==> config.mk <==
export PLATFORM = sky130hd
export DESIGN_NAME = gpio_ports
export DESIGN_NICKNAME = d
export VERILOG_FILES = /design/src/gpio_port_pkg.sv /design/src/gpio_ports.sv
export SDC_FILE = /design/constraint.sdc
export NUM_CORES = 1
export LEC_CHECK = 0
export ABC_AREA = 1
export ABC_CLOCK_PERIOD_IN_PS = 10250
export BUFFER_PORTS_ARGS = -buffer_cell sky130_fd_sc_hd__buf_2
export CORE_ASPECT_RATIO = 1.4
export CORE_MARGIN = 2
export CORE_UTILIZATION = 35
export DETAILED_ROUTE_END_ITERATION = 10
export PLACE_DENSITY_LB_ADDON = 0.08
export SLEW_MARGIN = 15
export SYNTH_ARGS = -nofsm -noshare
export SYNTH_HDL_FRONTEND = slang
export SYNTH_SLANG_ARGS = --single-unit
==> constraint.sdc <==
create_clock -name i_clk -period 10.25 [get_ports i_clk]
set_input_delay 2.05 -clock i_clk [delete_from_list [all_inputs] [get_ports i_clk]]
set_output_delay 2.05 -clock i_clk [all_outputs]
set_load 0.03 [all_outputs]
==> src/gpio_port_pkg.sv <==
// package: register map, field layout and pin carriers for the port block
package gpio_port_pkg;

  // ----------------------------------------------------------------------
  // register offsets (byte addresses on the plain register port)
  // ----------------------------------------------------------------------
  localparam logic [7:0] ADDR_DATA_P0  = 8'h00; // bidir port 0 data latch
  localparam logic [7:0] ADDR_DATA_P2  = 8'h02; // bidir port 2 data latch
  localparam logic [7:0] ADDR_DATA_P3  = 8'h03; // bidir port 3 data latch
  localparam logic [7:0] ADDR_DATA_OD  = 8'h05; // open-drain port data latch
  localparam logic [7:0] ADDR_DATA_OC  = 8'h07; // output-only port data latch
  localparam logic [7:0] ADDR_DIR_P0   = 8'h10; // port 0 direction
  localparam logic [7:0] ADDR_DIR_P2   = 8'h12; // port 2 direction
  localparam logic [7:0] ADDR_DIR_P3   = 8'h13; // port 3 direction
  localparam logic [7:0] ADDR_DIR_OC   = 8'h17; // output-only port direction
  localparam logic [7:0] ADDR_RES_P2   = 8'h20; // port 2 resource select
  localparam logic [7:0] ADDR_RES_OD   = 8'h21; // open-drain resource select
  localparam logic [7:0] ADDR_OC_SEL   = 8'h22; // compare output select
  localparam logic [7:0] ADDR_BUS_SEL  = 8'h23; // bus_signal_select_register
  localparam logic [7:0] ADDR_MODE     = 8'h24; // chip mode
  localparam logic [7:0] ADDR_BITOP    = 8'h25; // read-modify-write bit op
  localparam logic [7:0] ADDR_CMP_A    = 8'h26; // compare_control_reg_a
  localparam logic [7:0] ADDR_CMP_B    = 8'h27; // compare_control_reg_b

  // ----------------------------------------------------------------------
  // field positions
  // ----------------------------------------------------------------------
  localparam int         BITOP_VAL_BIT  = 7;     // value to put in the bit
  localparam int         BITOP_PORT_LSB = 4;     // port code, 3 bits
  localparam int         BITOP_BIT_LSB  = 0;     // bit number, 3 bits
  localparam int         MODE_EXT_BIT   = 0;     // 1 = external bus mode
  localparam logic [7:0] P2_RES_MASK    = 8'hf0; // selectable upper nibble
  localparam logic [3:0] CMP_LVL_MASK   = 4'hf;  // compare level bits

  // port codes used by the bit operation register
  localparam logic [2:0] PORT_P0 = 3'h0;
  localparam logic [2:0] PORT_P2 = 3'h1;
  localparam logic [2:0] PORT_P3 = 3'h2;
  localparam logic [2:0] PORT_OD = 3'h3;
  localparam logic [2:0] PORT_OC = 3'h4;

  // ----------------------------------------------------------------------
  // reset values
  // ----------------------------------------------------------------------
  localparam logic [7:0] LATCH_RST    = 8'h00; // bidir and output latches
  localparam logic [7:0] OD_LATCH_RST = 8'hff; // open-drain transistors off
  localparam logic [7:0] DIR_RST      = 8'h00; // every pin an input
  localparam logic [7:0] SEL_RST      = 8'h00; // every pin a plain port
  localparam logic [7:0] RDATA_RST    = 8'h00;

  // chip operating mode
  typedef enum logic {
    MODE_SINGLE = 1'b0,
    MODE_EXT    = 1'b1
  } chip_mode_t;

  // one port's pin drive: level and output enable per bit
  typedef struct packed {
    logic [7:0] out;
    logic [7:0] oe;
  } pin_drive_t;

endpackage

==> src/gpio_ports.sv <==
// gpio_ports: bidirectional, open-drain and output-only port logic
//
// The plain strobed port and the register offsets were left to the implementer.
`timescale 1ns/1ns
module gpio_ports
  import gpio_port_pkg::*;
(
  input  wire logic                  i_clk,          // 250 MHz system clock
  input  wire logic                  i_rst,          // async, active high
  input  wire logic [7:0]            i_addr,         // register address
  input  wire logic [7:0]            i_wdata,        // register write data
  input  wire logic                  i_wr,           // write strobe
  input  wire logic                  i_rd,           // read strobe
  output logic      [7:0]            o_rdata,        // read data, next cycle
  input  wire logic [2:0][7:0]       i_bd_pin,       // bidir pin levels
  output pin_drive_t [2:0]           o_bd_drive,     // bidir pin drive
  input  wire pin_drive_t [2:0]      i_bus_drive,    // external bus drive
  input  wire pin_drive_t            i_p2_res_drive, // port 2 resource
  input  wire logic [7:0]            i_od_pin,       // open-drain levels
  output pin_drive_t                 o_od_drive,     // open-drain drive
  input  wire logic [7:0]            i_od_res_low,   // resource pulls low
  input  wire logic [7:0]            i_oc_pin,       // output-only levels
  output pin_drive_t                 o_oc_drive,     // output-only drive
  input  wire logic [7:0]            i_cmp_match     // compare match pulses
);

  // ----------------------------------------------------------------------
  // helper functions
  // ----------------------------------------------------------------------
  // force one bit of a byte to a value
  function automatic logic [7:0] set_bit(input logic [7:0] v,
                                         input logic [2:0] b,
                                         input logic       val);
    logic [7:0] m;
    m = 8'h01 << b;
    return val ? (v | m) : (v & ~m);
  endfunction

  // per bit: output bits give the latch, input bits give the pin
  function automatic logic [7:0] port_view(input logic [7:0] latch,
                                           input logic [7:0] pin,
                                           input logic [7:0] dir);
    return (latch & dir) | (pin & ~dir);
  endfunction

  // ----------------------------------------------------------------------
  // state
  // ----------------------------------------------------------------------
  logic [2:0][7:0] bd_data_r;  // bidir output latches
  logic [2:0][7:0] bd_dir_r;   // bidir direction bits
  logic [2:0][7:0] bd_s1_r;    // bidir pin sync, stage one
  logic [2:0][7:0] bd_s2_r;    // bidir pin sync, stage two
  logic [7:0]      od_data_r;  // open-drain latch
  logic [7:0]      od_res_r;   // open-drain resource select
  logic [7:0]      od_s1_r;    // open-drain sync, stage one
  logic [7:0]      od_s2_r;    // open-drain sync, stage two
  logic [7:0]      oc_data_r;  // output-only latch, never reaches a pin
  logic [7:0]      oc_dir_r;   // output-only direction
  logic [7:0]      oc_sel_r;   // 1 = compare output, 0 = port
  logic [7:0]      oc_s1_r;    // output-only sync, stage one
  logic [7:0]      oc_s2_r;    // output-only sync, stage two
  logic [7:0]      cmp_dot_r;  // compare level bits, pending
  logic [7:0]      cmp_lvl_r;  // compare output latch
  logic [7:0]      p2_res_r;   // port 2 resource select
  logic [7:0]      bus_sel_r;  // port 3 bits returned to port use
  chip_mode_t      mode_r;     // single chip or external bus

  // next values
  logic [2:0][7:0] bd_data_nxt;
  logic [7:0]      od_data_nxt;
  logic [7:0]      oc_data_nxt;
  logic [7:0]      cmp_lvl_nxt;
  pin_drive_t [2:0] bd_drive_nxt;
  pin_drive_t      od_drive_nxt;
  pin_drive_t      oc_drive_nxt;
  logic [7:0]      rdata_nxt;

  // ----------------------------------------------------------------------
  // address decode
  // ----------------------------------------------------------------------
  wire        ext_mode = (mode_r == MODE_EXT);
  wire        bitop_wr = i_wr && (i_addr == ADDR_BITOP);
  wire [2:0]  op_port  = i_wdata[BITOP_PORT_LSB +: 3];
  wire [2:0]  op_bit   = i_wdata[BITOP_BIT_LSB +: 3];
  wire        op_val   = i_wdata[BITOP_VAL_BIT];
  wire [2:0]  bd_wr;   // plain data write, one per bidir port
  wire [2:0]  bd_op;   // bit operation, one per bidir port
  wire [2:0]  bd_code [3];

  assign bd_code[0] = PORT_P0;
  assign bd_code[1] = PORT_P2;
  assign bd_code[2] = PORT_P3;
  assign bd_wr[0]   = i_wr && (i_addr == ADDR_DATA_P0);
  assign bd_wr[1]   = i_wr && (i_addr == ADDR_DATA_P2);
  assign bd_wr[2]   = i_wr && (i_addr == ADDR_DATA_P3);

  genvar g;
  generate
    for (g = 0; g < 3; g++)
    begin : g_bdop
      assign bd_op[g] = bitop_wr && (op_port == bd_code[g]);
    end
  endgenerate

  wire od_wr = i_wr && (i_addr == ADDR_DATA_OD);
  wire od_op = bitop_wr && (op_port == PORT_OD);
  wire oc_wr = i_wr && (i_addr == ADDR_DATA_OC);
  wire oc_op = bitop_wr && (op_port == PORT_OC);

  // ----------------------------------------------------------------------
  // latch next values
  // ----------------------------------------------------------------------
  // bidir latches: plain write or bit operation
  always_comb
  begin
    for (int k = 0; k < 3; k++)
    begin
      if (bd_wr[k])
        bd_data_nxt[k] = i_wdata;
      else if (bd_op[k])
        bd_data_nxt[k] = set_bit(port_view(bd_data_r[k], bd_s2_r[k],
                                           bd_dir_r[k]), op_bit, op_val);
      else
        bd_data_nxt[k] = bd_data_r[k];
    end
  end
  // open-drain latch: a bit operation starts from the latch, not the pins
  always_comb
  begin
    if (od_wr)
      od_data_nxt = i_wdata;
    else if (od_op)
      od_data_nxt = set_bit(od_data_r, op_bit, op_val);
    else
      od_data_nxt = od_data_r;
  end
  // output-only latch: stored for reads of nothing, kept for software
  always_comb
  begin
    if (oc_wr)
      oc_data_nxt = i_wdata;
    else if (oc_op)
      oc_data_nxt = set_bit(oc_data_r, op_bit, op_val);
    else
      oc_data_nxt = oc_data_r;
  end

  assign cmp_lvl_nxt = (cmp_lvl_r & ~i_cmp_match) | (cmp_dot_r & i_cmp_match);

  // ----------------------------------------------------------------------
  // pin drive
  // ----------------------------------------------------------------------
  // bidir: port latch, then resource, then external bus on top
  always_comb
  begin
    for (int k = 0; k < 3; k++)
    begin
      bd_drive_nxt[k].out = bd_data_r[k];
      bd_drive_nxt[k].oe  = bd_dir_r[k];
    end
    bd_drive_nxt[1].out = (bd_data_r[1] & ~p2_res_r)
                        | (i_p2_res_drive.out & p2_res_r);
    bd_drive_nxt[1].oe  = (bd_dir_r[1] & ~p2_res_r)
                        | (i_p2_res_drive.oe & p2_res_r);
    // bus owns ports 0 and 2 in bus mode, and the port 3 pins not set in bus_sel_r
    if (ext_mode)
    begin
      bd_drive_nxt[0] = i_bus_drive[0];
      bd_drive_nxt[1] = i_bus_drive[1];
      bd_drive_nxt[2].out = (i_bus_drive[2].out & ~bus_sel_r)
                          | (bd_data_r[2] & bus_sel_r);
      bd_drive_nxt[2].oe  = (i_bus_drive[2].oe & ~bus_sel_r)
                          | (bd_dir_r[2] & bus_sel_r);
    end
  end

  assign od_drive_nxt.out = 8'h00;
  assign od_drive_nxt.oe  = (~od_data_r & ~od_res_r)
                          | (i_od_res_low & od_res_r);

  assign oc_drive_nxt.out = cmp_lvl_r;
  assign oc_drive_nxt.oe  = oc_dir_r & oc_sel_r;

  // ----------------------------------------------------------------------
  // read mux
  // ----------------------------------------------------------------------
  // bidir output bits answer from the latch so a read never lags the write, output-only ones from cmp_lvl_r;
  // input bits and all open-drain bits answer from the synchronised pin, two cycles behind
  always_comb
  begin
    unique case (i_addr)
      ADDR_DATA_P0: rdata_nxt = port_view(bd_data_r[0], bd_s2_r[0],
                                          bd_dir_r[0]);
      ADDR_DATA_P2: rdata_nxt = port_view(bd_data_r[1], bd_s2_r[1],
                                          bd_dir_r[1]);
      ADDR_DATA_P3: rdata_nxt = port_view(bd_data_r[2], bd_s2_r[2],
                                          bd_dir_r[2]);
      ADDR_DATA_OD: rdata_nxt = od_s2_r;
      ADDR_DATA_OC: rdata_nxt = port_view(cmp_lvl_r, oc_s2_r,
                                          oc_dir_r & oc_sel_r);
      ADDR_DIR_P0:  rdata_nxt = bd_dir_r[0];
      ADDR_DIR_P2:  rdata_nxt = bd_dir_r[1];
      ADDR_DIR_P3:  rdata_nxt = bd_dir_r[2];
      ADDR_DIR_OC:  rdata_nxt = oc_dir_r;
      ADDR_RES_P2:  rdata_nxt = p2_res_r;
      ADDR_RES_OD:  rdata_nxt = od_res_r;
      ADDR_OC_SEL:  rdata_nxt = oc_sel_r;
      ADDR_BUS_SEL: rdata_nxt = bus_sel_r;
      ADDR_MODE:    rdata_nxt = {7'h00, mode_r};
      ADDR_CMP_A:   rdata_nxt = {4'h0, cmp_dot_r[3:0]};
      ADDR_CMP_B:   rdata_nxt = {4'h0, cmp_dot_r[7:4]};
      default:      rdata_nxt = RDATA_RST; // unmapped reads give zero
    endcase
  end

  // ----------------------------------------------------------------------
  // pin synchronisers
  // ----------------------------------------------------------------------
  // pins are asynchronous; only stage two feeds any logic
  always_ff @(posedge i_clk or posedge i_rst)
  begin
    if (i_rst)
    begin
      bd_s1_r <= '0;
      bd_s2_r <= '0;
      od_s1_r <= 8'h00;
      od_s2_r <= 8'h00;
      oc_s1_r <= 8'h00;
      oc_s2_r <= 8'h00;
    end
    else
    begin
      bd_s1_r <= i_bd_pin;
      bd_s2_r <= bd_s1_r;
      od_s1_r <= i_od_pin;
      od_s2_r <= od_s1_r;
      oc_s1_r <= i_oc_pin;
      oc_s2_r <= oc_s1_r;
    end
  end

  // ----------------------------------------------------------------------
  // control registers
  // ----------------------------------------------------------------------
  always_ff @(posedge i_clk or posedge i_rst)
  begin
    if (i_rst)
    begin
      bd_dir_r  <= {3{DIR_RST}};
      oc_dir_r  <= DIR_RST;
      p2_res_r  <= SEL_RST;
      od_res_r  <= SEL_RST;
      oc_sel_r  <= SEL_RST;
      bus_sel_r <= SEL_RST;
      mode_r    <= MODE_SINGLE;
      cmp_dot_r <= LATCH_RST;
    end
    else if (i_wr)
    begin
      unique case (i_addr)
        ADDR_DIR_P0:  bd_dir_r[0] <= i_wdata;
        ADDR_DIR_P2:  bd_dir_r[1] <= i_wdata;
        ADDR_DIR_P3:  bd_dir_r[2] <= i_wdata;
        ADDR_DIR_OC:  oc_dir_r    <= i_wdata;
        ADDR_RES_P2:  p2_res_r    <= i_wdata & P2_RES_MASK;
        ADDR_RES_OD:  od_res_r    <= i_wdata;
        ADDR_OC_SEL:  oc_sel_r    <= i_wdata;
        ADDR_BUS_SEL: bus_sel_r   <= i_wdata;
        ADDR_MODE:    mode_r      <= chip_mode_t'(i_wdata[MODE_EXT_BIT]);
        ADDR_CMP_A:   cmp_dot_r[3:0] <= i_wdata[3:0] & CMP_LVL_MASK;
        ADDR_CMP_B:   cmp_dot_r[7:4] <= i_wdata[3:0] & CMP_LVL_MASK;
        default:      ; // data latches and unmapped handled elsewhere
      endcase
    end
  end

  // ----------------------------------------------------------------------
  // latches, compare level, read data and pin drive registers
  // ----------------------------------------------------------------------
  always_ff @(posedge i_clk or posedge i_rst)
  begin
    if (i_rst)
    begin
      bd_data_r  <= {3{LATCH_RST}};
      od_data_r  <= OD_LATCH_RST;
      oc_data_r  <= LATCH_RST;
      cmp_lvl_r  <= LATCH_RST;
      o_rdata    <= RDATA_RST;
      o_bd_drive <= '0;
      o_od_drive <= '0;
      o_oc_drive <= '0;
    end
    else
    begin
      bd_data_r  <= bd_data_nxt;
      od_data_r  <= od_data_nxt;
      oc_data_r  <= oc_data_nxt;
      cmp_lvl_r  <= cmp_lvl_nxt;
      // read data only in the cycle after the strobe
      o_rdata    <= i_rd ? rdata_nxt : RDATA_RST;
      o_bd_drive <= bd_drive_nxt;
      o_od_drive <= od_drive_nxt;
      o_oc_drive <= oc_drive_nxt;
    end
  end
endmodule

* Word level (Yosys, flattened, before mapping)
Index checks and enable logic that the tools add are counted.
** Storage, ports and cells
- Flip-flop bits (word level) :: 269
- Bits of input ports :: 140
- Output and inout port bits :: 88
- Word-level logic and storage cells :: 146
** Cells by class
- Eq/ne operators :: 19
- Shift-type cells :: 1
- Mux-type cells :: 15
- Bitwise logic cells :: 49
- Reduce and logical (&&, ||, !) cells :: 26
** Operators by type and width (count)
- $and A8 B8 Y8 :: 25
- $pmux W8 S16 :: 1
- $or A8 B8 Y8 :: 14
- $mux W8 :: 13
- $not A8 Y8 :: 10
- $eq A8 B6 Y1 const B :: 8
- $mux W48 :: 1
- $eq A8 B5 Y1 const B :: 4
- $reduce_and A2 Y1 :: 11
- $eq A8 B2 Y1 const B :: 2
- $eq A8 B3 Y1 const B :: 2
- $logic_and A1 B1 Y1 :: 9
- $logic_not A8 Y1 :: 1
- $reduce_bool A2 Y1 :: 4
- $shl A1 B3 Y8 const A :: 1
- $eq A3 B2 Y1 const B :: 2
- $eq A3 B1 Y1 const B :: 1
- $logic_not A3 Y1 :: 1

* Logic depth before layout (Yosys ltp)
- Word-level depth :: 7
- Depth in mapped cells :: 11
- Mapped depth without buffers :: 9

* Worst setup path before layout
OpenSTA, ideal clock, no wires.
- Path type :: input to register
- Start :: input port i_addr[3]
- End :: register bd_data_r[19] in the netlist's numbering
- Library setup time :: 129 ps
- Data arrival time :: 3024 ps
- Required time :: 10121 ps
- Slack :: 7097 ps
- Cell stages on the path :: 8
- Buffers on the path :: 2
- Cell sequence :: inv_1 -> nand2_2 -> nor2_2 -> buf_4 -> nand3_4 -> buf_2 -> nand3_1 -> o211ai_2
** On the way
- Longest elaborated chain between the ends :: 4
- Elaborated cells on any way between the ends :: 7
- Classes of those cells :: eq/ne: 2; mux: 1; reduce/logical: 4
** RTL lines
- start: declaration :: line gpio_ports.sv:10 : input wire logic [7:0] i_addr,
- $eq A8 B6 Y1 :: line gpio_ports.sv:82 : wire bitop_wr = i_wr && (i_addr == ADDR_BITOP);
- $logic_and A1 B1 Y1 :: line gpio_ports.sv:82
- $logic_and A1 B1 Y1 :: line gpio_ports.sv:101 : assign bd_op[g] = bitop_wr && (op_port == bd_code[g]);
- $reduce_bool A2 Y1 (no line)
- end signal: assignment :: line gpio_ports.sv:284 : bd_data_r <= {3{LATCH_RST}};
- end signal: assignment :: line gpio_ports.sv:295 : bd_data_r <= bd_data_nxt;
- end: declaration :: line gpio_ports.sv:49 : logic [2:0][7:0] bd_data_r;
Several ways; a longest one is shown, not always the timed one.
A chain may end at the register's enable or synchronous reset.

* Final worst setup path
- Start :: input port i_addr[3]
- End :: register bd_dir_r[19] in the netlist's numbering
** On the way
- Longest elaborated chain between the ends :: 2
** RTL lines
- $eq A8 B5 Y1 :: line gpio_ports.sv:260 : unique case (i_addr)
- $reduce_and A2 Y1 (no line)
- end signal: assignment :: line gpio_ports.sv:249 : bd_dir_r <= {3{DIR_RST}};
- end: declaration :: line gpio_ports.sv:50 : logic [2:0][7:0] bd_dir_r;
No other way between the ends.

==> reports/qor.yml <==
logic_synthesis:
  ys_async_sr_fraction_pct: 100
  yosysWarnings: 0
  post_synth.cell_area_avg_um2: 9.02
  yosys_most_used_dff: "dfrtp_1"
  synth_seq_cells: 269
  syn_inst: 1262
  synth_area_leaders: "dfrtp_1, nand2_1, nand3_1"
  yosysMostFrequentCell: "nand2_1"
  netlist.top_cell.by_area: "dfrtp_1"
  netlist_area_um2: 11400
  ys_seq_area_share_pct: 59.2
  synth.distinct_cells: 33
  yosys.area.top_type_share_pct: 57.4
  yosys-top-cells-count: "nand2_1, dfrtp_1, nand3_1, o21ai_0, inv_1"
  synth_edf_count: 0
sta:
  fin_crit_ns: 3.63
  rsz0062_at_grt: "false"
  setup_violations: 0
  post-route-worst-setup-slack_ns: 6.62
  hold_viol_final: 0
  drv_slew: 0
  max_freq_mhz: 276
  tns_ns: 0
  worstMarginPinSlew_ns: 0.970
  slew_headroom_pct: 35.3
  fin_skew_ns: 0.0303
  period_share_pct: 35.4
floorplan:
  coreArea_um2: 32200
  rows: 78
  die_h_um: 217
  die_x_um: 156
  io_pins: 228
  start_util_pct: 35.3
  die-area_um2: 34000
finish:
  fin_nets: 1597
  final_core_util_pct: 42.5
  syn_to_final_growth_pct: 20.4
  final_layout_size_suffix_gt1_share_pct: 23.0
  layout.cells.non_filler: 1880
clock_tree:
  cts_made_buffers: 28
  clkTransAtPathRegs_ns: 0.06
  cts_tree: "yes"
  cts.sink_count: 269
  root_buffer: "clkbuf_16"
  postCtsSetupRepairBufs: 0
  clk_path_buf_depth: 3
  cts_resized: 0
  cts_hold_buf: 0
  clk-insertion-delay-late_ns: 0.57
  htree_levels: 1
route:
  dr_total_vias: 9111
  drtPass1Iterations: 5
  postRouteAntennaNets: 0
  wl_um: 35600
  wl_per_cell_um: 19.0
  vias_per_cell: 4.85
  drc: 0
  drt_iter0_drc: 661
global_routing:
  track_usage_pct: 21.1
  overflow: 0
  antenna_found_initial: 1
  grt_pass1_wl_um: 53700
  grt_max_degree: 135
  grt_pass1_vias: 9009
placed_design:
  dp_hpwl_um: 25900
  dp_cells: 1827
  portBuffers: 211
  gp_congestion: 0.937
  place_ws_ns: 6.03
setup_path:
  worstSetupEndpointType: "flop"
  cp.arrival_ns: 4.10
  path_max_fanout: 22
  worstSetupPathType: "primary input to flop"
  rrSetupSlack_ns: 8.28
  cp-start-kind: "primary input"
  worstPathRequired_ns: 10.72
run:
  cap_violations: 0
pwr:
  p_per_area_nw_per_um2: 180
  power.leakage_nw: 7.09
  ir_worst_vdd_v: 0.000135
run_status:
  status: "finished clean"
worst_hold_path:
  hp-class: "flop to flop"
[cell families after synthesis]
kind of cell	synth area share, %
flip-flops	59.2
other	0.0330
multiplexers	2.17
AND/OR/NAND/NOR	25.3
AO/OA/AOI/OAI	7.60
buffers and inverters	5.71
[area by class of cell]
cell class / count / area [um2]
inverter: 89 / 349
sequential: 269 / 6740
antenna: 1 / 2.50
multi-input combinational: 852 / 4020
fill: 3300 / 18500
clock buffer: 40 / 837
tap: 400 / 500
timing repair buffer: 217 / 1100
clock inverter: 12 / 149
[cell usage in the layout, fill, tap and decap left out, types with 4 or more instances in the layout]
cell type  Yosys  layout
dfrtp_1      261     261
clkbuf_1      17       4
o21ai_0      104     104
inv_2          3       4
inv_1         83      81
a21oi_1       35      35
clkbuf_16      0      29
nand3_1      141     141
o21ai_1       17      17
nor2_2         5       4
o211ai_1       4       4
dfstp_2        8       8
buf_2         24     211
or2_2          7       7
buf_4         15       6
nand2_2        7       7
nand2_1      391     391
mux2_2        21      21
conb_1         1       8
nor3_4         7       7
clkbuf_8       0       7
clkinv_2       0       5
nand4_1        9       9
nor2_1        80      80
[metrics by stage]
| step | cell area [um2] | power [mW] | hold WS [ns] |
|---|---|---|---|
| 4_1_cts | 13700 | 2.50 | 0.345 |
| 3_5_place_dp | 12700 | 1.41 | 0.335 |
| 3_3_place_gp | 12700 | 1.41 | 0.332 |
| 2_1_floorplan | 11400 | 1.31 | 0.331 |
| 6_report | 13700 | 2.46 | 0.343 |
| 5_1_grt | 13700 | 2.57 | 0.350 |
[state kept, by name (all words and copies together), names as in the netlist, 16 cells and up, named ones only]
register / flops
bd_data_r: 24
bd_dir_r: 24
bd_s1_r: 24
bd_s2_r: 24
o_bd_drive: 48
o_oc_drive: 16
[final timing paths]
| path | startpoint | to | depth (start not counted) |
|---|---|---|---|
| min in group asynchronous | i_rst | oc_s1_r[3]$_DFF_PP0_ | 2 |
| max reg2reg | bd_dir_r[3]$_DFFE_PP0P_ | bd_data_r[3]$_DFFE_PP0P_ | 7 |
| min reg2reg | oc_s1_r[7]$_DFF_PP0_ | oc_s2_r[7]$_DFF_PP0_ | 0 |
| min | oc_s1_r[7]$_DFF_PP0_ | oc_s2_r[7]$_DFF_PP0_ | 0 |
| max | i_addr[3] | bd_dir_r[19]$_DFFE_PP0P_ | 6 |
| max in group asynchronous | i_rst | bd_s1_r[10]$_DFF_PP0_ | 3 |
[power breakdown]
group | switching, mW | internal (mW) | leakage [nW]
Combinational | 0.158 | 0.0683 | 3.24
Sequential | 0.0388 | 1.12 | 3.37
Clock | 0.436 | 0.644 | 0.487
Total | 0.632 | 1.83 | 7.09
[layer usage]
layer	track usage [%]	up-vias	part of all wire, %
met2	36.3	289	50
met3	2.57	57	5.3
met1	26.9	4308	41
met5	0	-	0
met4	8.65	0	3.9
li1	-	4457	-
[worst max-delay path, cell delays in order]
cell and delay [ns]:
buf_2 0.10, inv_1 0.07, nand2_2 0.14, nor2_2 0.73, nand3_1 0.64, o21ai_0 0.35
No activity file was read; power rests on OpenSTA's default activity.
